[config.mk]
export PLATFORM = sky130hd
export DESIGN_NAME = brg_rate_gen
export DESIGN_NICKNAME = d
export VERILOG_FILES = /design/src/logic/brg_pkg.sv /design/src/logic/brg_rate_gen.sv
export VERILOG_INCLUDE_DIRS = /design/src /design/src/logic
export SDC_FILE = /design/constraint.sdc
export NUM_CORES = 1
export LEC_CHECK = 0
export BUFFER_PORTS_ARGS = -buffer_cell sky130_fd_sc_hd__buf_4
export CORE_MARGIN = 2
export CORE_UTILIZATION = 60
export CTS_CLUSTER_SIZE = 16
export DETAILED_ROUTE_END_ITERATION = 6
export MAX_ROUTING_LAYER = met4
export PLACE_DENSITY = 0.78
export RECOVER_POWER = 25
export SKIP_LAST_GASP = 1
export SLEW_MARGIN = 20
export SYNTH_ARGS = -nofsm -noshare
export SYNTH_HDL_FRONTEND = slang
export SYNTH_SLANG_ARGS = --single-unit
[constraint.sdc]
create_clock -name clk -period 6.6 [get_ports clk]
set_input_delay 0 -clock clk [delete_from_list [all_inputs] [get_ports clk]]
set_output_delay 0 -clock clk [all_outputs]
set_load 0.05 [all_outputs]
[src/logic/brg_map.svh]
// register offsets, field positions and reset values of the rate generator
// assumes: included by the rate generator module and its testbench only
`ifndef BRG_MAP_SVH
`define BRG_MAP_SVH

// ----------------------------------------
// register offsets
// ----------------------------------------
`define BRG_OFF_BAUD_CTRL 3'h0
`define BRG_OFF_RX_STAT 3'h1
`define BRG_OFF_DIV_LOW 3'h2
`define BRG_OFF_DIV_HIGH 3'h3
`define BRG_OFF_TX_STAT 3'h4

// ----------------------------------------
// field positions
// ----------------------------------------
`define BRG_BIT_RX_IDLE 6
`define BRG_BIT_WIDE 3
`define BRG_BIT_SYNC 4
`define BRG_BIT_HSPEED 2
`define BRG_BIT_TX_EMPTY 1

// ----------------------------------------
// reset values and writable masks
// ----------------------------------------
`define BRG_RST_BYTE 8'h00
`define BRG_MASK_BAUD 8'h9B
`define BRG_MASK_TX 8'hFD

// ----------------------------------------
// clock multipliers of the divisor period
// ----------------------------------------
`define BRG_MULT_SLOW 7'h40
`define BRG_MULT_MID 7'h10
`define BRG_MULT_FAST 7'h04

`endif

[src/logic/brg_pkg.sv]
// types shared by the rate generator
// assumes: the map header is on the include path
package brg_pkg;
   typedef logic [2:0] brg_addr_t;
   typedef logic [7:0] brg_byte_t;
   typedef logic [15:0] brg_div_t;
   typedef logic [6:0] brg_mult_t;
   typedef logic [22:0] brg_span_t;
endpackage : brg_pkg

[src/logic/brg_rate_gen.sv]
// serial port rate timer with its control and divisor registers
// assumes: one 125 MHz clock; receiver and transmitter flags on the same clock
//
// What this block does
// [RULE1] one rate timer, 8 or 16 bits wide, paces async and sync serial work
// [RULE2] after reset the timer runs 8 bits wide
// [RULE3] wide divider select set makes the timer use all 16 bits
// [RULE4] divisor low gives bits 7..0, divisor high bits 15..8; timer free runs
// [RULE5] async multiplier depends on high speed select and wide divider select
// [RULE6] sync mode ignores high speed select
// [RULE7] writing either divisor register clears the timer at once
// [RULE8] rates: 8-bit async 64(n+1), 16-bit async 16(n+1), sync 4(n+1)
// [RULE9] software checks receive idle flag before changing the system clock
// [RULE10] software picks high speed or wide mode to cut rate error
// [RULE11] async high speed: 8-bit 16(n+1), 16-bit 4(n+1)
// [RULE12] each period end reloads the timer and gives a one-cycle tick
`timescale 1ns/1ps
`include "brg_map.svh"

module brg_rate_gen
   import brg_pkg::*;
(
   // clock and reset
   input wire logic clk,
   input wire logic rst_n,
   // register port
   input wire brg_addr_t reg_addr,
   input wire brg_byte_t reg_wdata,
   input wire logic reg_wr,
   input wire logic reg_rd,
   output brg_byte_t reg_rdata,
   // flags from the receiver and transmitter
   input wire logic rx_idle,
   input wire logic tx_empty,
   // to the receiver and transmitter
   output logic baud_tick,
   output logic sync_mode
);

   // ----------------------------------------
   // helpers
   // ----------------------------------------

   // clock multiplier for the current mode
   function automatic brg_mult_t mult_f(input logic sync, input logic wide, input logic hs);
      brg_mult_t m;
      m = `BRG_MULT_FAST;
      if (sync)
         m = `BRG_MULT_FAST; // [RULE6] [RULE8]
      else if (!wide && !hs)
         m = `BRG_MULT_SLOW; // [RULE5] [RULE8]
      else if (wide && hs)
         m = `BRG_MULT_FAST; // [RULE11]
      else
         m = `BRG_MULT_MID; // [RULE8] [RULE11]
      return m;
   endfunction : mult_f

   // divisor the timer really counts to; narrow mode sees the low byte only
   function automatic brg_div_t eff_div_f(input logic wide_sel, input brg_div_t div);
      return wide_sel ? div : {8'h00, div[7:0]};
   endfunction : eff_div_f

   // ----------------------------------------
   // registers
   // ----------------------------------------
   brg_byte_t baud_ctrl_ff;
   brg_byte_t rx_stat_ff;
   brg_byte_t tx_stat_ff;
   brg_byte_t div_low_ff;
   brg_byte_t div_high_ff;
   brg_byte_t reg_rdata_ff;
   brg_byte_t nxt_rdata;
   brg_div_t timer_ff;
   brg_mult_t pre_ff;
   logic tick_ff;

   logic wide;
   logic hs;
   logic sync;
   logic div_wr;
   logic pre_end;
   logic timer_end;
   brg_div_t divisor;
   brg_mult_t mult;

   // decoded control bits
   assign wide = baud_ctrl_ff[`BRG_BIT_WIDE];
   assign hs = tx_stat_ff[`BRG_BIT_HSPEED];
   assign sync = tx_stat_ff[`BRG_BIT_SYNC];
   assign mult = mult_f(sync, wide, hs);
   assign divisor = {div_high_ff, div_low_ff}; // [RULE4]
   assign div_wr = reg_wr && (reg_addr == `BRG_OFF_DIV_LOW || reg_addr == `BRG_OFF_DIV_HIGH);

   // baud control: wide select resets low, so 8-bit operation by default
   always_ff @(posedge clk or negedge rst_n)
   begin
      if (!rst_n)
         baud_ctrl_ff <= `BRG_RST_BYTE; // [RULE2]
      else if (reg_wr && reg_addr == `BRG_OFF_BAUD_CTRL)
         baud_ctrl_ff <= reg_wdata & `BRG_MASK_BAUD; // [RULE3]
   end

   // receive status: plain storage for the receiver's settings
   always_ff @(posedge clk or negedge rst_n)
   begin
      if (!rst_n)
         rx_stat_ff <= `BRG_RST_BYTE;
      else if (reg_wr && reg_addr == `BRG_OFF_RX_STAT)
         rx_stat_ff <= reg_wdata;
   end

   // transmit status: sync and high speed select live here
   always_ff @(posedge clk or negedge rst_n)
   begin
      if (!rst_n)
         tx_stat_ff <= `BRG_RST_BYTE;
      else if (reg_wr && reg_addr == `BRG_OFF_TX_STAT)
         tx_stat_ff <= reg_wdata & `BRG_MASK_TX;
   end

   // divisor pair
   always_ff @(posedge clk or negedge rst_n)
   begin
      if (!rst_n)
      begin
         div_low_ff <= `BRG_RST_BYTE;
         div_high_ff <= `BRG_RST_BYTE;
      end
      else if (reg_wr)
      begin
         if (reg_addr == `BRG_OFF_DIV_LOW)
            div_low_ff <= reg_wdata; // [RULE4]
         if (reg_addr == `BRG_OFF_DIV_HIGH)
            div_high_ff <= reg_wdata; // [RULE4]
      end
   end

   // ----------------------------------------
   // read port
   // ----------------------------------------

   // read mux; the idle and empty flags are live, not stored
   always_comb
   begin
      nxt_rdata = `BRG_RST_BYTE;
      unique case (reg_addr)
         `BRG_OFF_BAUD_CTRL:
         begin
            nxt_rdata = baud_ctrl_ff;
            nxt_rdata[`BRG_BIT_RX_IDLE] = rx_idle;
         end
         `BRG_OFF_RX_STAT: nxt_rdata = rx_stat_ff;
         `BRG_OFF_DIV_LOW: nxt_rdata = div_low_ff;
         `BRG_OFF_DIV_HIGH: nxt_rdata = div_high_ff;
         `BRG_OFF_TX_STAT:
         begin
            nxt_rdata = tx_stat_ff;
            nxt_rdata[`BRG_BIT_TX_EMPTY] = tx_empty;
         end
         default: nxt_rdata = `BRG_RST_BYTE; // unmapped reads as zero
      endcase
   end

   // read data stands only in the cycle after the strobe
   always_ff @(posedge clk or negedge rst_n)
   begin
      if (!rst_n)
         reg_rdata_ff <= `BRG_RST_BYTE;
      else if (reg_rd)
         reg_rdata_ff <= nxt_rdata;
      else
         reg_rdata_ff <= `BRG_RST_BYTE;
   end

   // ----------------------------------------
   // rate timer
   // ----------------------------------------

   // prescaler gives one timer step every mult cycles; >= also catches
   // a mode change that lowers the multiplier mid count
   assign pre_end = (pre_ff >= mult - 7'h01);
   // narrow mode compares the low byte only
   assign timer_end = wide ? (timer_ff >= divisor) : (timer_ff[7:0] >= div_low_ff); // [RULE1] [RULE3]

   // prescaler
   always_ff @(posedge clk or negedge rst_n)
   begin
      if (!rst_n)
         pre_ff <= 7'h00;
      else if (div_wr || pre_end)
         pre_ff <= 7'h00; // [RULE7]
      else
         pre_ff <= pre_ff + 7'h01;
   end

   // free-running counter, cleared by a divisor write
   always_ff @(posedge clk or negedge rst_n)
   begin
      if (!rst_n)
         timer_ff <= 16'h0000;
      else if (div_wr)
         timer_ff <= 16'h0000; // [RULE7]
      else if (pre_end && timer_end)
         timer_ff <= 16'h0000; // [RULE12]
      else if (pre_end)
         timer_ff <= wide ? timer_ff + 16'h0001 : {8'h00, timer_ff[7:0] + 8'h01}; // [RULE2] [RULE3]
      else if (!wide)
         timer_ff[15:8] <= 8'h00; // a drop to narrow never leaves a stale high byte
   end

   // one-cycle tick; a divisor write suppresses the pending one
   always_ff @(posedge clk or negedge rst_n)
   begin
      if (!rst_n)
         tick_ff <= 1'b0;
      else
         tick_ff <= !div_wr && pre_end && timer_end; // [RULE12]
   end

   // mode to the shift logic, registered
   always_ff @(posedge clk or negedge rst_n)
   begin
      if (!rst_n)
         sync_mode <= 1'b0;
      else
         sync_mode <= sync;
   end

   assign reg_rdata = reg_rdata_ff;
   assign baud_tick = tick_ff;

   // ----------------------------------------
   // checks
   // ----------------------------------------

   // cycles since the last tick; valid only while nothing was written
   brg_span_t per_ff;
   logic valid_ff;
   brg_span_t span;
   assign span = 23'(mult) * 23'({1'b0, eff_div_f(wide, divisor)} + 17'h00001);

   // span counter restarts on every tick
   always_ff @(posedge clk or negedge rst_n)
   begin
      if (!rst_n)
         per_ff <= 23'h000000;
      else if (tick_ff || div_wr)
         per_ff <= 23'h000001;
      else
         per_ff <= per_ff + 23'h000001;
   end

   // any write can change the period, so the measure restarts
   always_ff @(posedge clk or negedge rst_n)
   begin
      if (!rst_n)
         valid_ff <= 1'b0;
      else if (reg_wr)
         valid_ff <= 1'b0;
      else if (tick_ff)
         valid_ff <= 1'b1;
   end

   a_async_period: assert property (@(posedge clk) disable iff (!rst_n) // [RULE5]
      tick_ff && valid_ff && !sync |-> per_ff == span)
      else $error("async tick period wrong");

   a_sync_period: assert property (@(posedge clk) disable iff (!rst_n) // [RULE8]
      tick_ff && valid_ff && sync |->
         per_ff == 23'(`BRG_MULT_FAST) * 23'({1'b0, eff_div_f(wide, divisor)} + 17'h00001))
      else $error("sync tick period wrong");

   a_hs_ignored: assert property (@(posedge clk) disable iff (!rst_n) // [RULE6]
      sync |-> pre_end == (pre_ff >= 7'h03))
      else $error("high speed select affects sync rate");

   a_write_clear: assert property (@(posedge clk) disable iff (!rst_n) // [RULE7]
      div_wr |=> timer_ff == 16'h0000 && pre_ff == 7'h00 && !tick_ff)
      else $error("divisor write did not clear timer");

   a_narrow_bound: assert property (@(posedge clk) disable iff (!rst_n) // [RULE2]
      !wide && $stable(wide) |-> timer_ff[15:8] == 8'h00)
      else $error("narrow timer uses high byte");

   a_wide_reach: assert property (@(posedge clk) disable iff (!rst_n) // [RULE3]
      wide && valid_ff && !reg_wr |-> timer_ff <= divisor)
      else $error("wide timer beyond divisor");

   a_single_tick: assert property (@(posedge clk) disable iff (!rst_n) // [RULE12]
      tick_ff |=> !tick_ff [*3])
      else $error("tick longer than one cycle");

   a_read_low: assert property (@(posedge clk) disable iff (!rst_n) // [RULE4]
      reg_rd && reg_addr == `BRG_OFF_DIV_LOW |=> reg_rdata == $past(div_low_ff) ##1 reg_rdata == 8'h00 || $past(reg_rd))
      else $error("divisor low read back wrong");

   a_rdata_idle: assert property (@(posedge clk) disable iff (!rst_n) // [RULE4]
      !reg_rd |=> reg_rdata == 8'h00)
      else $error("read data seen without a read strobe");

   c_async_tick: cover property (@(posedge clk) disable iff (!rst_n) tick_ff && valid_ff && !sync && !wide);
   c_wide_tick: cover property (@(posedge clk) disable iff (!rst_n) tick_ff && valid_ff && wide && hs);
   c_sync_tick: cover property (@(posedge clk) disable iff (!rst_n) tick_ff && valid_ff && sync);
   c_restart: cover property (@(posedge clk) disable iff (!rst_n) div_wr && timer_ff != 16'h0000);

endmodule : brg_rate_gen

==> flow_summary.json <==
{
  "yosys-top-cells-area": "dfrtp_1 (47%), mux2_2 (9.4%), ha_1 (7.8%)",
  "wl_um": 8090,
  "drc_errors": 0,
  "antenna_cells": 0,
  "r2r_end": "timer_ff[14]$_DFFE_PN0P_",
  "min_path_cells": 3,
  "synthTopCellsByCount": "dfrtp_1 (69), mux2_2 (31), o21ai_0 (24), ha_1 (23), nor2_1 (23)",
  "startpoint_type": "primary input",
  "slew_headroom_pct": -145,
  "end_kind": "asynchronous set/reset pin",
  "hp-class": "in2reg",
  "yosysSeqAreaShare_pct": 46.6,
  "maxSlewViolCount": 70,
  "syn_avg_cell_area_um2": 10.7,
  "grt_max_degree": 70,
  "grt_pass1_vias": 2783,
  "vdd_drop_max_mv": 0.198,
  "ctsHoldBuffers": 12,
  "row_count": 28,
  "dr.pass1.iters": 4,
  "async_flop_share_pct": 100,
  "synth_compound_area_share_pct": 12.7,
  "root_buffer": "clkbuf_8",
  "seqCellArea_mm2": 0.00173,
  "cap_violations": 1,
  "path_clk_slew_ps": 80,
  "io_buffers": 26,
  "post-route-util_pct": 71.9,
  "finClkSkew_ps": 12.0,
  "fp.dieH_um": 82.6,
  "syn_area_mm2": 0.00371,
  "numClockSinks": 69,
  "setup_ws_ps": 3080,
  "critPathSlowestCell": "clkbuf_1",
  "worst_pin_slew_ps": 3670,
  "crit_required_ps": 6220,
  "io-pin-count": 27,
  "multi_input_area_mm2": 0.00184,
  "grt_util_all_layers_pct": 27.8,
  "fp.coreArea_mm2": 0.00596,
  "path_buf_inv": 2,
  "synth-seq-cells": 69,
  "overflow": 0,
  "area_growth_syn_to_layout_pct": 15.5,
  "cts_tree": "yes",
  "hold_violations": 1,
  "grt_first_pass_wirelength_um": 13700,
  "synth_flop_cell": "dfrtp_1",
  "failed_checks": "negative hold slack, max-capacitance violations, max-slew violations",
  "synth_fa_ha_area_share_pct": 7.76,
  "whs_endpoint": "reg_rdata[6]$_DFF_PN0_",
  "dp_slack_ps": 4010,
  "final_net_count": 425,
  "cp_cell_sequence": "dlygate4sd3_1, clkbuf_1",
  "synth_xor_area_share_pct": 2.60,
  "fmax_mhz": 284,
  "rr_startpoint": "baud_ctrl_ff[3]$_DFFE_PN0P_",
  "yosys.area.top_type": "dfrtp_1",
  "tns_ps": 0,
  "clockBufferDepth": 2,
  "clk_latency_ps": 350,
  "r2r_slack_ps": 3970,
  "synth.top_cell.area_share_pct": 46.6,
  "synth_top_family_by_area": "simple AND/OR/NAND/NOR gates",
  "vias": 2748,
  "antenna_found_initial": 0,
  "hp-start": "rx_idle",
  "htreeDepth": 3,
  "rsz0062_at_grt": "false",
  "cts_buffers": 9,
  "yosys.area_share.simple_pct": 15.1,
  "cp_slowest_stage_delay_ps": 2560,
  "yosys.cell_count.top_type": "dfrtp_1",
  "routabilityCongestion": 0.852,
  "drt_iter0_markers": 172,
  "synth_nets": 388,
  "fin_crit_sh_pct": 53.3,
  "setup_viol": 0,
  "wire_per_inst_um": 17.4,
  "powerDensity_mw_per_mm2": 307,
  "reg2reg_depth": 8,
  "arrival_ps": 3140,
  "critical-path-top-delay-family": "buffers and inverters",
  "hold_ws_ps": -2.67,
  "layout-drive-gt1-share_pct": 19.0,
  "fin_crit_ps": 3520,
  "initial_core_util_pct": 62.3,
  "syn_inst": 348,
  "post_cts_resized": 0,
  "synth.area.mux_share_pct": 11.4,
  "crit_fanout": 69,
  "dieArea_mm2": 0.00683,
  "synth_cell_types": 53,
  "fillers": 430,
  "die_width_um": 82.6,
  "path_class": "in2async",
  "dp_hpwl_um": 5590,
  "vias_per_cell": 5.91,
  "synth_edf_count": 0,
  "final_antenna_net_count": 0,
  "status": "finished with violations",
  "yosys_warnings": 0,
  "leakagePower_nw": 1.97,
  "cts_setup_buffers": 0
}
[logic make-up after synthesis]
family / after synthesis
fa+ha+maj: 23
xor+xnor: 11
buf+inv: 33
simple gates: 101
mux: 37
compound gates: 73
flops: 69
other cells: 1
[sequential cells by signal, summed over array words and instances (netlist names), 5 cells and up]
register and flops:
timer_ff 16, div_high_ff 8, div_low_ff 8, reg_rdata 8
rx_stat_ff 8, pre_ff 7, tx_stat_ff 7, baud_ctrl_ff 5
[layout make-up]
cell class | count | share of cell area (%)
tap | 75 | 2.19
timing repair buffer | 38 | 6.40
clock inverter | 7 | 3.39
inverter | 21 | 1.84
clock buffer | 9 | 2.89
multi-input combinational | 246 | 43.0
sequential | 69 | 40.3
[worst reg2reg max path: cells and delay by family, from the launching register on]
family	cells	cell delay, ps
adder cells (fa/ha/maj)	1	280
AND/OR/NAND/NOR	4	1170
AO/OA/AOI/OAI	3	630
flip-flops	1	480
[placed cells by master (no fill, tap or decap), drive strengths merged, types with 2 or more instances in the layout]
master / n
inv: 22
a211oi: 3
nor2b: 7
o22ai: 2
dlygate4sd3: 12
o21ai: 26
nor3b: 4
nand4: 4
a22o: 5
xnor2: 6
and3: 5
and2: 9
nor3: 7
xor2: 5
a21oi: 17
nand3b: 2
nand2b: 3
ha: 23
a21o: 3
buf: 15
nor2: 24
or3: 2
dfrtp: 69
nand3: 12
clkbuf: 20
bufinv: 4
mux2i: 5
nand2: 19
a22oi: 7
mux2: 31
[per-layer routing]
layer,GRT usage [%],vias up,wire length (µm)
met2,44.9,55,4020
li1,-,1309,-
met1,36.1,1373,3670
met4,9.18,0,97
met5,-,-,0
met3,4.35,11,308
[power breakdown]
group	internal (mW)	switching, mW
sequential	0.495	0.0617
clock	0.291	0.167
combinational	0.132	0.169
[metrics by stage]
stage	hold WS (ps)	instance area (µm²)	instances	power (mW)
finish	-2.67	4280	465	1.32
floorplan	-296	3710	348	0.778
detailed placement	169	3930	437	0.860
global placement	162	3930	437	0.846
global route	6.50	4280	465	1.39
CTS	1.74	4320	465	1.32
[worst max path at each step]
stage                     depth (start not counted)                  endpoint  slack, ps                         from
after CTS                                         8  timer_ff[12]$_DFFE_PN0P_       3980  baud_ctrl_ff[3]$_DFFE_PN0P_
after global routing                              2  timer_ff[11]$_DFFE_PN0P_       2270                        rst_n
after detailed placement                          8  timer_ff[12]$_DFFE_PN0P_       4010  baud_ctrl_ff[3]$_DFFE_PN0P_
after floorplan                                  10  timer_ff[12]$_DFFE_PN0P_       4250  baud_ctrl_ff[3]$_DFFE_PN0P_
after global placement                            8  timer_ff[12]$_DFFE_PN0P_       4100  baud_ctrl_ff[3]$_DFFE_PN0P_
final                                             2  timer_ff[10]$_DFFE_PN0P_       3080                        rst_n
(Power assumes the default switching activity.)
